File: src/core/stx_consts.svh
`ifndef STX_CONSTS_SVH
`define STX_CONSTS_SVH
`define STX_CHAR_W      10
`define STX_FIFO_DEPTH  16
`define STX_LAST_BIT    4'h9
`define STX_FIRST_BIT   4'h0
`define STX_STROBE_LOW  4'h6
`define STX_CLK_HIGH    4'h5
`define STX_PAD_BYTE    8'h05
`define STX_LOOP_BYTE   8'h00
`define STX_VIOL_CODE   10'h3F0
`define STX_ALT_CODE    10'h2AA
`define STX_LFSR_SEED   9'h001
`define STX_PIN_RST     6'h36
`define STX_K_COUNT     4'hC
`define STX_K28_COUNT   4'h8
`define STX_K28_6B      6'h0F
`endif

File: src/core/stx_pkg.sv
package stx_pkg;
   typedef struct packed
   {
      logic       sc;
      logic       fv;
      logic [7:0] data;
   } stx_char_s;

   typedef struct packed
   {
      logic p;
      logic n;
   } stx_pair_s;

   typedef enum logic [1:0]
   {
      STX_ENC  = 2'b00,
      STX_BYP  = 2'b01,
      STX_TEST = 2'b10
   } stx_mode_e;

   typedef enum logic [1:0]
   {
      STX_B_OFF = 2'b00,
      STX_B_ALT = 2'b01,
      STX_B_RUN = 2'b10
   } stx_bist_e;
endpackage : stx_pkg

File: src/core/stx_tx.sv
`timescale 1ns/100ps
`include "stx_consts.svh"
module stx_tx
#(
   parameter int FIFO_DEPTH = `STX_FIFO_DEPTH
)
(
   input  wire logic               sys_clk,
   input  wire logic               rst_n,
   input  wire stx_pkg::stx_char_s wr_char,
   input  wire logic               wr_valid,
   output      logic               wr_ready,
   input  wire logic               load_enable_immediate,
   input  wire logic               load_enable_next,
   input  wire logic               mode_above_mid,
   input  wire logic               mode_below_mid,
   input  wire logic               self_test_enable_low,
   input  wire logic               optical_output_disable,
   output      logic               read_strobe_out,
   output      logic               byte_write_clock,
   output      stx_pkg::stx_pair_s serial_out_pair_first,
   output      stx_pkg::stx_pair_s serial_out_pair_second,
   output      stx_pkg::stx_pair_s serial_out_pair_diag
);
   import stx_pkg::*;

   // ------------------------------------------------------------
   // pin synchronisers
   // ------------------------------------------------------------
   logic [5:0] pin_meta;
   logic [5:0] pin_sync;
   wire  [5:0] pin_raw = {load_enable_immediate, load_enable_next,
                          mode_above_mid, mode_below_mid,
                          self_test_enable_low, optical_output_disable};

   always_ff @(posedge sys_clk or negedge rst_n)
   begin
      if (!rst_n)
      begin
         pin_meta <= `STX_PIN_RST;
         pin_sync <= `STX_PIN_RST;
      end
      else
      begin
         pin_meta <= pin_raw;
         pin_sync <= pin_meta;
      end
   end

   wire       ena_s    = pin_sync[5];
   wire       enn_s    = pin_sync[4];
   wire       above_s  = pin_sync[3];
   wire       below_s  = pin_sync[2];
   wire       stest_s  = pin_sync[1];
   wire       opt_s    = pin_sync[0];
   wire       en_any   = !ena_s || !enn_s;

   // mid level (neither comparator) is factory test mode
   stx_mode_e mode;
   assign mode = above_s ? STX_BYP : (below_s ? STX_ENC : STX_TEST);

   // ------------------------------------------------------------
   // divide-by-ten bit counter
   // ------------------------------------------------------------
   // sys_clk is the bit clock; the byte rate is one tick per ten bits
   logic [3:0] bit_cnt;
   wire        tick         = bit_cnt == `STX_LAST_BIT;
   wire  [3:0] next_bit_cnt = tick ? `STX_FIRST_BIT
                                   : 4'(bit_cnt + 1'b1);

   always_ff @(posedge sys_clk or negedge rst_n)
   begin
      if (!rst_n)
         bit_cnt <= `STX_FIRST_BIT;
      else
         bit_cnt <= next_bit_cnt;
   end

   // ------------------------------------------------------------
   // self-test sequencer
   // ------------------------------------------------------------
   stx_bist_e  bist_st;
   stx_bist_e  next_bist;
   logic [8:0] lfsr;
   wire        bist_on    = bist_st != STX_B_OFF;
   wire        bist_run   = bist_st == STX_B_RUN;
   wire        bist_exit  = stest_s && !en_any;
   wire        loop_start = lfsr == `STX_LFSR_SEED;

   always_comb
   begin
      unique case (bist_st)
         STX_B_OFF: next_bist = !stest_s ? STX_B_ALT : STX_B_OFF;
         STX_B_ALT: next_bist = bist_exit ? STX_B_OFF :
                                en_any ? STX_B_RUN : STX_B_ALT;
         STX_B_RUN: next_bist = bist_exit ? STX_B_OFF : STX_B_RUN;
         default:   next_bist = STX_B_OFF;
      endcase
   end

   // nine-bit maximal sequence: 511 characters per loop, every byte
   // as a special and all but 01 as data, so the undefined specials appear
   wire [8:0] next_lfsr = (bist_st == STX_B_ALT) ? `STX_LFSR_SEED
                        : {lfsr[7:0], lfsr[8] ^ lfsr[4]};
   // the seed state sends the loop-start data character instead
   stx_char_s bist_ch;
   assign bist_ch = loop_start ? stx_char_s'({2'b00, `STX_LOOP_BYTE})
                               : stx_char_s'({lfsr[8], 1'b0, lfsr[7:0]});

   always_ff @(posedge sys_clk or negedge rst_n)
   begin
      if (!rst_n)
      begin
         bist_st <= STX_B_OFF;
         lfsr    <= `STX_LFSR_SEED;
      end
      else if (tick)
      begin
         bist_st <= next_bist;
         lfsr    <= next_lfsr;
      end
   end

   // ------------------------------------------------------------
   // input buffer and input register
   // ------------------------------------------------------------
   logic [`STX_CHAR_W-1:0] fifo_data;
   logic                   fifo_valid;
   wire                    pop = tick && en_any && !bist_on && fifo_valid;

   stx_fifo #(
      .WIDTH (`STX_CHAR_W),
      .DEPTH (FIFO_DEPTH)
   ) stx_fifo_inst (
      .sys_clk   (sys_clk),
      .rst_n     (rst_n),
      .in_valid  (wr_valid),
      .in_ready  (wr_ready),
      .in_data   (wr_char),
      .out_valid (fifo_valid),
      .out_ready (pop),
      .out_data  (fifo_data)
   );

   stx_char_s in_reg;
   logic      in_pad;
   stx_char_s pad_ch;
   assign pad_ch = stx_char_s'({2'b10, `STX_PAD_BYTE});

   // an empty buffer also yields a pad, keeping the line framed
   always_ff @(posedge sys_clk or negedge rst_n)
   begin
      if (!rst_n)
      begin
         in_reg <= stx_char_s'({2'b10, `STX_PAD_BYTE});
         in_pad <= 1'b1;
      end
      else if (tick)
      begin
         in_reg <= pop ? stx_char_s'(fifo_data) : pad_ch;
         in_pad <= !pop;
      end
   end

   // ------------------------------------------------------------
   // encoder and shifter
   // ------------------------------------------------------------
   logic       rd;
   logic [9:0] enc_code;
   logic       enc_rd;
   logic [9:0] shifter;
   stx_char_s  enc_ch;
   assign enc_ch = bist_on ? bist_ch : in_reg;

   stx_enc stx_enc_inst (
      .ch     (enc_ch),
      .rd_in  (rd),
      .code   (enc_code),
      .rd_out (enc_rd)
   );

   // raw character: a = special select, b..i = data 0..7, j = violation
   wire [7:0] raw_data = {<<{in_reg.data}};
   wire [9:0] raw_code = {in_reg.sc, raw_data, in_reg.fv};
   wire       bypass   = (mode == STX_BYP) && !bist_on && !in_pad;
   wire       alt      = bist_st == STX_B_ALT;
   wire [9:0] load_code = alt ? `STX_ALT_CODE
                        : bypass ? raw_code : enc_code;
   // disparity only follows encoded characters, so the first pad
   // after raw bypass data may start on the wrong sense
   wire       next_rd  = (bypass || alt) ? rd : enc_rd;

   always_ff @(posedge sys_clk or negedge rst_n)
   begin
      if (!rst_n)
      begin
         shifter <= `STX_ALT_CODE;
         rd      <= 1'b0;
      end
      else if (tick)
      begin
         shifter <= load_code;
         rd      <= next_rd;
      end
      else
         shifter <= {shifter[8:0], 1'b0};
   end

   // ------------------------------------------------------------
   // read strobe and byte clock
   // ------------------------------------------------------------
   logic strobe_en;
   wire  tick_strobe     = bist_run ? loop_start : (!bist_on && !ena_s);
   wire  next_strobe_en  = tick ? tick_strobe : strobe_en;
   wire  next_strobe     = !(next_strobe_en
                             && next_bit_cnt < `STX_STROBE_LOW);

   always_ff @(posedge sys_clk or negedge rst_n)
   begin
      if (!rst_n)
      begin
         strobe_en        <= 1'b0;
         read_strobe_out  <= 1'b1;
         byte_write_clock <= 1'b0;
      end
      else
      begin
         strobe_en        <= next_strobe_en;
         read_strobe_out  <= next_strobe;
         byte_write_clock <= next_bit_cnt < `STX_CLK_HIGH;
      end
   end

   // ------------------------------------------------------------
   // serial outputs
   // ------------------------------------------------------------
   // in test mode pair A/B is the tester's clock input, so hold it low
   wire line_bit = shifter[9];
   wire ab_off   = opt_s || (mode == STX_TEST);
   wire ab_bit   = line_bit && !ab_off;

   always_ff @(posedge sys_clk or negedge rst_n)
   begin
      if (!rst_n)
      begin
         serial_out_pair_first  <= stx_pair_s'(2'b01);
         serial_out_pair_second <= stx_pair_s'(2'b01);
         serial_out_pair_diag   <= stx_pair_s'(2'b01);
      end
      else
      begin
         serial_out_pair_first  <= {ab_bit, !ab_bit};
         serial_out_pair_second <= {ab_bit, !ab_bit};
         serial_out_pair_diag   <= {line_bit, !line_bit};
      end
   end
endmodule : stx_tx

File: src/core/stx_fifo.sv
`timescale 1ns/100ps
module stx_fifo
#(
   parameter int WIDTH = 10,
   parameter int DEPTH = 16
)
(
   input  wire logic             sys_clk,
   input  wire logic             rst_n,
   input  wire logic             in_valid,
   output      logic             in_ready,
   input  wire logic [WIDTH-1:0] in_data,
   output      logic             out_valid,
   input  wire logic             out_ready,
   output      logic [WIDTH-1:0] out_data
);
   localparam int AW = $clog2(DEPTH);

   logic [WIDTH-1:0] mem [DEPTH];
   logic [AW-1:0]    wr_ptr;
   logic [AW-1:0]    rd_ptr;
   logic [AW:0]      count;
   wire              push = in_valid && in_ready;
   wire              pop  = out_valid && out_ready;

   assign in_ready  = count != (AW+1)'(DEPTH);
   assign out_valid = count != '0;
   assign out_data  = mem[rd_ptr];

   always_ff @(posedge sys_clk)
   begin
      if (push)
         mem[wr_ptr] <= in_data;
   end

   always_ff @(posedge sys_clk or negedge rst_n)
   begin
      if (!rst_n)
      begin
         wr_ptr <= '0;
         rd_ptr <= '0;
         count  <= '0;
      end
      else
      begin
         if (push)
            wr_ptr <= (wr_ptr == AW'(DEPTH-1)) ? '0 : AW'(wr_ptr + 1'b1);
         if (pop)
            rd_ptr <= (rd_ptr == AW'(DEPTH-1)) ? '0 : AW'(rd_ptr + 1'b1);
         count <= (AW+1)'(count + push - pop);
      end
   end
endmodule : stx_fifo

File: src/core/stx_enc.sv
`timescale 1ns/100ps
`include "stx_consts.svh"
module stx_enc
(
   input  wire stx_pkg::stx_char_s ch,
   input  wire logic               rd_in,
   output      logic [9:0]         code,
   output      logic               rd_out
);
   import stx_pkg::*;

   // negative-disparity forms, bit a leftmost
   function automatic logic [5:0] stx_6b(input logic [4:0] x);
      logic [5:0] t [32];
      t = '{6'h27, 6'h1D, 6'h2D, 6'h31, 6'h35, 6'h29, 6'h19, 6'h38,
            6'h39, 6'h25, 6'h15, 6'h34, 6'h0D, 6'h2C, 6'h1C, 6'h17,
            6'h1B, 6'h23, 6'h13, 6'h32, 6'h0B, 6'h2A, 6'h1A, 6'h3A,
            6'h33, 6'h26, 6'h16, 6'h36, 6'h0E, 6'h2E, 6'h1E, 6'h2B};
      return t[x];
   endfunction : stx_6b

   function automatic logic [3:0] stx_4b(input logic [2:0] y,
                                         input logic       k28);
      logic [3:0] d [8];
      logic [3:0] k [8];
      d = '{4'hB, 4'h9, 4'h5, 4'hC, 4'hD, 4'hA, 4'h6, 4'hE};
      k = '{4'h4, 4'h9, 4'h5, 4'h3, 4'h2, 4'hA, 4'h6, 4'h8};
      return k28 ? k[y] : d[y];
   endfunction : stx_4b

   // special codes: C0.0..C7.0 are K28.y, C8.0..C11.0 the other K.7
   wire [3:0] kidx     = ch.data[3:0];
   wire       kvalid   = (ch.data[7:4] == 4'h0) && (kidx < `STX_K_COUNT);
   wire       k28      = ch.sc && (kidx < `STX_K28_COUNT);
   wire [4:0] kx_hi    = (kidx == 4'h8) ? 5'd23 : (kidx == 4'h9) ? 5'd27 :
                         (kidx == 4'hA) ? 5'd29 : 5'd30;
   wire [4:0] x        = !ch.sc ? ch.data[4:0] : k28 ? 5'd28 : kx_hi;
   wire [2:0] y        = !ch.sc ? ch.data[7:5] : k28 ? kidx[2:0] : 3'd7;
   wire       viol     = ch.fv || (ch.sc && !kvalid);
   wire [5:0] c6m      = k28 ? `STX_K28_6B : stx_6b(x);
   wire       inv6     = ($countones(c6m) != 3) || (c6m == 6'h38);
   wire [5:0] c6       = (rd_in && inv6) ? ~c6m : c6m;
   wire       rd6      = rd_in ^ ($countones(c6) != 3);
   wire       alt7     = (!rd6 && (x == 5'd17 || x == 5'd18 || x == 5'd20))
                      || (rd6 && (x == 5'd11 || x == 5'd13 || x == 5'd14));
   wire       a7       = !k28 && (y == 3'd7) && (ch.sc || alt7);
   wire [3:0] c4m      = a7 ? 4'h7 : stx_4b(y, k28);
   wire       inv4     = ($countones(c4m) != 2) || (c4m == 4'hC);
   wire [3:0] c4       = k28 ? (rd_in ? ~c4m : c4m)
                             : ((rd6 && inv4) ? ~c4m : c4m);

   assign code   = viol ? `STX_VIOL_CODE : {c6, c4};
   assign rd_out = rd_in ^ ($countones(code) != 5);
endmodule : stx_enc

File: config.mk
export PLATFORM = sky130hd
export DESIGN_NAME = stx_tx
export DESIGN_NICKNAME = d
export VERILOG_FILES = /design/src/core/stx_pkg.sv /design/src/core/stx_tx.sv /design/src/core/stx_fifo.sv /design/src/core/stx_enc.sv
export VERILOG_INCLUDE_DIRS = /design/src /design/src/core
export SDC_FILE = /design/constraint.sdc
export NUM_CORES = 1
export LEC_CHECK = 0
export BUFFER_PORTS_ARGS = -buffer_cell sky130_fd_sc_hd__clkbuf_2
export CORE_AREA = 5 5 143 145
export CTS_BUF_LIST = sky130_fd_sc_hd__clkbuf_4 sky130_fd_sc_hd__clkbuf_8 sky130_fd_sc_hd__clkbuf_16
export CTS_CLUSTER_SIZE = 20
export DETAILED_ROUTE_END_ITERATION = 8
export DIE_AREA = 0 0 148 150
export GPL_ROUTABILITY_DRIVEN = 0
export PLACE_DENSITY_LB_ADDON = 0.08
export SYNTH_ARGS = -nofsm -noshare
export SYNTH_HDL_FRONTEND = slang
export SYNTH_SLANG_ARGS = --single-unit
File: constraint.sdc
create_clock -name sys_clk -period 34 [get_ports sys_clk]
set_clock_uncertainty 0.05 [all_clocks]
set_input_delay 8.5 -clock sys_clk [delete_from_list [all_inputs] [get_ports sys_clk]]
set_output_delay 8.5 -clock sys_clk [all_outputs]
set_load 0.03 [all_outputs]
Word-level counts from Yosys, hierarchy flattened
Memory sizes are Yosys's and may differ from the RTL's.
Index checks and enable logic that the tools add are counted.
Widths: inputs -> output; s select.
{ "op_classes": {"n_addsub": 27, "n_mux": 42, "n_reduce_logical": 50, "bitwise_logic": 8, "n_eq_ne": 25, "magnitude_cmp": 6} }
{ "op_table": {"columns": ["op", "n"], "rows": [
  ["$add 32x32->32", 9],
  ["$ne 32x3->1 const B", 3],
  ["$mux 10", 7],
  ["$mux 4", 12],
  ["$ne 32x4->1 const B", 1],
  ["$eq 4x4->1 const B", 7],
  ["$add 1x1->2", 13],
  ["$mux 6", 4],
  ["$logic_and 1x1->1", 20],
  ["$mux 5", 4],
  ["$eq 5x4->1 const B", 3],
  ["$eq 5x5->1 const B", 3],
  ["$logic_not 1->1", 13],
  ["$add 4x1->4 const B", 3],
  ["$logic_or 1x1->1", 12],
  ["$mux 2", 6],
  ["$eq 9x1->1 const B", 1],
  ["$mux 9", 1],
  ["$lt 4x3->1 const B", 2],
  ["$lt 4x4->1 const B", 2],
  ["$eq 6x6->1 const B", 1],
  ["$ge 6x6->1 const B", 1],
  ["$mux 3", 2],
  ["$not 5->6", 1],
  ["other kinds (19)", 27]
]} }
{ "word_totals": {"inputBits": 19, "mem_count": 4, "mem_bits_ro": 256, "output_inout_bits": 9, "word_cells": 183, "ram_bits": 160, "ff_bits": 69} }
{ "mem_list": {"columns": ["memory", "depth", "width", "read_ports", "rd_clocked_by_memory_dff", "wr", "line", "rtl"], "rows": [
  ["(name not given)", 32, 6, 1, 0, 0, "stx_enc.sv:19", "return t[x];"],
  ["stx_fifo_inst.mem", 16, 10, 1, 0, 1, "stx_fifo.sv:19", "logic [WIDTH-1:0] mem [DEPTH];"],
  ["(name not given)", 8, 4, 1, 0, 0, "stx_enc.sv:28", "return k28 ? k[y] : d[y];"],
  ["(name not given)", 8, 4, 1, 0, 0, "stx_enc.sv:28", null]
]} }

Logic depth before layout (Yosys ltp)
{ "depth": {"ltp_word": 46, "depth_mapped": 52, "ltp_nobuf": 48} }

Cells and area by module
From an unflattened synthesis, not the netlist that was laid out.
{ "hier_totals": {"hier_cells": 788, "area_unflattened_um2": 11143.2} }
{ "modules_own_cells": {"columns": ["module", "cells_each", "seq_area_each_um2", "area_each_um2", "n_inst"], "rows": [
  ["stx_fifo", 365, 5129.9, 7005.5, 1],
  ["stx_tx", 180, 1427.6, 2277.2, 1],
  ["stx_enc", 243, 0.0, 1860.5, 1]
]} }

Least setup slack after synthesis
Ideal clock, no wire load.
{ "synth_timing": {"kind": "reg-to-reg", "start": "register lfsr[4]", "end": "register rd", "setup_ns": 0.130, "period_less_slack_ns": 11.448, "path_slack_ns": 22.552, "path_stages_with_launch": 49, "required_time_ns": 33.820, "t_arrival_ns": 11.268, "path_buffers": 2, "cell_sequence": "dfrtp_1 > or4_4 > o21bai_1 > nand2_1 > o311ai_2 > inv_2 > ha_1 > a211oi_1 > o31ai_1 > o221ai_2 > inv_1 > ha_1 > fa_1 > ha_1 > nor2_1 > nand4_1 > nand2_1 > clkbuf_1 > (+13 left out) > fa_1 > nand2_1 > and3_1 > a21oi_1 > buf_2 > and3_1 > nor3_2 > ha_1 > inv_1 > fa_1 > fa_1 > fa_1 > fa_1 > nand3_1 > o21ai_0 > nand3_1 > nand3_1 > xnor2_1"} }
{ "synth_via": {"elab_chain_len": 46, "elab_cells_between_ends": 95, "classes_between": "22 x add/sub; 2 x order compare; 17 x eq/ne; 23 x mux; 6 x bitwise; 22 x reduce/logical; 3 x memory"} }
{ "synth_lines": {"columns": ["item", "line", "rtl"], "rows": [
  ["from (decl)", "stx_tx.sv:84", "logic [8:0] lfsr;"],
  ["from (signal assigned)", "stx_tx.sv:115", "lfsr <= `STX_LFSR_SEED;"],
  ["from (signal assigned)", "stx_tx.sv:120", "lfsr <= next_lfsr;"],
  ["$eq 9x1->1 (no line)", null, null],
  ["$mux 10 (*)", "stx_tx.sv:107", "assign bist_ch = loop_start ? stx_char_s'({2'b00, `STX_LOOP_BYTE})"],
  ["$mux 10 (*)", "stx_tx.sv:173", "assign enc_ch = bist_on ? bist_ch : in_reg;"],
  ["$eq 4x4->1", "stx_enc.sv:36", "(kidx == 4'hA) ? 5'd29 : 5'd30;"],
  ["$mux 2", "stx_enc.sv:36", null],
  ["$mux 5 (2 in series)", "stx_enc.sv:35", "wire [4:0] kx_hi = (kidx == 4'h8) ? 5'd23 : (kidx == 4'h9) ? 5'd27 :"],
  ["$mux 5 (2 in series)", "stx_enc.sv:37", "wire [4:0] x = !ch.sc ? ch.data[4:0] : k28 ? 5'd28 : kx_hi;"],
  ["$not 5->6 (implied by the code)", "stx_enc.sv:19", null],
  ["(+27 left out)", null, null],
  ["$mux 4", "stx_enc.sv:50", ": ((rd6 && inv4) ? ~c4m : c4m);"],
  ["$mux 4", "stx_enc.sv:49", "wire [3:0] c4 = k28 ? (rd_in ? ~c4m : c4m)"],
  ["$mux 10 (*)", "stx_enc.sv:52", "assign code = viol ? `STX_VIOL_CODE : {c6, c4};"],
  ["$add 1x1->2 (implied by the code)", "stx_enc.sv:53", "assign rd_out = rd_in ^ ($countones(code) != 5);"],
  ["$add 32x32->32 (implied by the code) (2 in series)", "stx_enc.sv:53", null],
  ["$add 32x32->32 (implied by the code) (*)", "stx_enc.sv:53", null],
  ["$ne 32x4->1 (*)", "stx_enc.sv:53", null],
  ["$xor 1x1->1 (*)", "stx_enc.sv:53", null],
  ["to (signal assigned)", "stx_tx.sv:203", "rd <= next_rd;"],
  ["to (decl)", "stx_tx.sv:168", "logic rd;"]
]} }
Mark *: on every way between the ends. The rest lies on a longest branch, timed or not. The select of a mux whose other input is x is not followed.
A chain may end at the register's enable or synchronous reset.

Final worst setup path
{ "layout_timing": {"start": "register lfsr[8]", "end": "register rd"} }
Same word-level chain as after synthesis.

==> impl_results.md <==
- Top Ports: 28
- Synthesized net count: 839
- Main combinational cell family by area after synthesis: multiplexers
- CP max stage cell: a21oi_1
- Reg clk slew, reported paths: 0.07 ns
- Buf/Inv on CP: 4
- Gr ovfl total: 0
- H-tree depth: 1
- # setup viols final: 0
- Synthesized cell area: roughly 0.011 mm²
- Postcts setup bufs: 0
- Final net count: ~860
- Fill cells: 1,372
- Initial antenna violation count: 0
- Worst Hold Depth: 0
- Final core utilization: 64.1%
- Final critical-path required period: 13.04 ns
- Port bufs: 27
- Post-CTS Resized: 0
- R2R depth: 45
- Worst min path class: register to register
- Setup Crit Path Kind: register to register
- Final TNS setup: 0 ns
- Vias: ~6.6k
- Vias/cell: around 6.2
- Main synth FF type: edfxtp_1
- Pwr/cell area: around 100 mW/mm²
- RSZ-0062 raised after global routing: no
- First-pass GRT wire length: 36,400 µm
- CTS tree: done
- Synth warnings: 0
- CTS buffer count: 24
- Syn_area_per_cell: 14.2 µm²
- Launch point of the worst hold path: pin_meta[3]
- Worst-path maximum fanout: 16
- Worst Tran Pin Value: 0.997 ns
- Synth Area in XOR/XNOR: between 1 and 1.5%
- Clock root buffer: clkbuf_16
- Clock sink total: 229
- Antenna diodes: 0
- Main area contributors after synthesis: edfxtp_1 (44%), dfrtp_1 (11%), mux4_2 (10%)
- Post-route non-filler standard cell count: 1,054
- Worst vdd ir: ~0.00011 V
- Area leader, netlist: edfxtp_1
- FF-to-FF Start: lfsr[8]
- Final wirelength: 22,300 µm
- Hold endpoint: pin_sync[3]
- Rel. slew slack: 33.5%
- Layout cell share with drive strength beyond 1: a little under a quarter
- Number of flip-flops in the largest register: 160
- Worst setup EP type: register
- Reg area: 0.00656 mm²
- DP Cell Count: 1,011
- Chip width: 148 µm
- Core footprint: 0.0191 mm²
- Avg WL per Cell: 21.2 µm
- Total track usage: between 20% and 30%
- Asr flop ratio synth: 30.1%
- Cell family with most CP delay: adder cells
- CP peak stage delay: 0.76 ns
- Final slew viol count: 0
- Adder-Cell Fraction of Synth Area: ~6.0%
- Area delta synth->final: 11.0%
- DP Worst Slack: 21.08 ns
- Starting Density: 57.7%
- Tot Pwr: 1.28 mW
- Synth unique cells: 85
- Worst setup margin: 20.96 ns
- Clk_lat worst skew: 0.53 ns
- Post-synth top area share: 43.6%
- DRT iter0 DRCs: 548
- CP required: 34.34 ns
- DP HPWL: 15,200 µm
- Cts hold-fix bufs: 0
- Synth Area in Simple Gates: a little under 9%
- Area of the multi-input gates: 0.00411 mm²
- Antenna Violating Nets Remaining: 0
- Mux contribution to synthesized area: 11.1%
- Compound-Gate Fraction of Synth Area: under 10%
- Period utilization: 38.4%
- CP Launch Type: register
- Upper clock frequency limit: 76.7 MHz
- FF-to-FF End: rd
- Die height: 150 µm
- Max-cap viol count: 0
- Die area: 0.0222 mm²
- Worst reg2reg setup slack: 20.96 ns
- Sequential-to-total area share from yosys stat: 59.5%
- Pin count of the biggest net entering global routing: 70
- Leakage: 4.55 nW
- Syn Inst Count: 774
- Outcome: complete, no violations
- Yosys reg bits: 229
- Vias in the first global route: 6,777
- Clock Tree Buf Depth: 3
- First-pass DRT Iterations: 5
- Remaining DRCs: 0
- Num rows: slightly above 50
- Hold Vio Cnt, Final: 0
- EDFF count, synth: 160
- Worst EP arrival: around 13 ns
-- cells in the mapped netlist (all sizes together) (5+ instances only) --
| cell | instances |
|---|---|
| edfxtp | 160 |
| a21o | 6 |
| nor3 | 14 |
| and3 | 5 |
| a22o | 17 |
| a31oi | 6 |
| nand2b | 7 |
| clkbuf | 28 |
| buf | 14 |
| a21oi | 31 |
| mux4 | 50 |
| nor2 | 33 |
| o31ai | 5 |
| mux2i | 6 |
| nand3 | 27 |
| dfrtp | 48 |
| or3 | 5 |
| nand4 | 6 |
| ha | 35 |
| fa | 11 |
| nor3b | 5 |
| o21ai | 30 |
| and2 | 6 |
| o22ai | 8 |
| dfstp | 21 |
| xnor2 | 13 |
| nor4 | 8 |
| inv | 50 |
| nand2 | 43 |
-- worst reg2reg max path: cells and delay by family, from the launching register on --
family,cells,cell delay (ns)
flip-flops,1,0.54
AO/OA/AOI/OAI,8,2.36
XOR/XNOR,2,0.40
buffers and inverters,4,0.43
adder cells (fa/ha/maj),14,5.21
AND/OR/NAND/NOR,17,3.88
-- power breakdown --
part           total (mW)  switching, mW  internal [mW]  leakage, nW
logic               0.652          0.367          0.285         1.87
registers           0.360         0.0235          0.337         2.28
clock network       0.267          0.110          0.158        0.401
total                1.28          0.500          0.780         4.55
-- cell usage in the layout (no fill, tap or decap), types with 6 or more instances in the layout --
cell type / instances
nor3_1: 12
ha_1: 35
dfstp_2: 21
o22ai_1: 8
a21oi_1: 29
xnor2_1: 13
nor2_1: 32
inv_1: 48
nand4_1: 6
o21ai_0: 26
nand2b_1: 7
a22o_1: 17
nand2_1: 43
clkbuf_16: 26
and2_1: 6
nand3_1: 26
buf_4: 14
edfxtp_1: 160
a31oi_1: 6
fa_1: 11
clkbuf_2: 26
mux4_2: 50
dfrtp_1: 47
a21o_1: 6
-- cells by family after synthesis --
logic type	Yosys count
mux	59
xor+xnor	16
compound gates	151
fa+ha+maj	46
simple gates	180
flops	229
buf+inv	93
-- metrics by stage --
step,area (µm²),hold WS [ns]
after floorplan,11000,0.281
after global placement,11400,0.295
after detailed placement,11400,0.288
after CTS,12200,0.302
after global routing,12200,0.309
final,12200,0.301
-- cell type report --
cell class | count | area share (%)
multi-input cells | 452 | 33.6
clock buffers | 27 | 5.43
inverters | 51 | 1.57
repair buffers | 41 | 1.96
flip-flops and latches | 229 | 53.6
clock inverters | 16 | 1.39
well taps | 238 | 2.43
-- routing by layer --
layer	GRT usage, %	wire length, µm	share of wire, %	up-vias
met5	0	0	0	-
li1	-	-	-	3022
met2	37.7	11800	53	169
met3	3.18	917	4.1	34
met4	4.99	416	1.9	0
met1	26.6	9180	41	3357
-- worst max path at each step --
stage,start,to,slack [ns],cells past startpoint
finish,lfsr[8],rd,20.96,45
global route,bist_st[1],rd,19.98,47
global placement,lfsr[8],rd,21.61,46
detailed placement,bist_st[0],rd,21.08,45
CTS,bist_st[0],rd,21.01,45
floorplan,lfsr[4],rd,22.55,48
No activity file was read; power rests on OpenSTA's default activity.
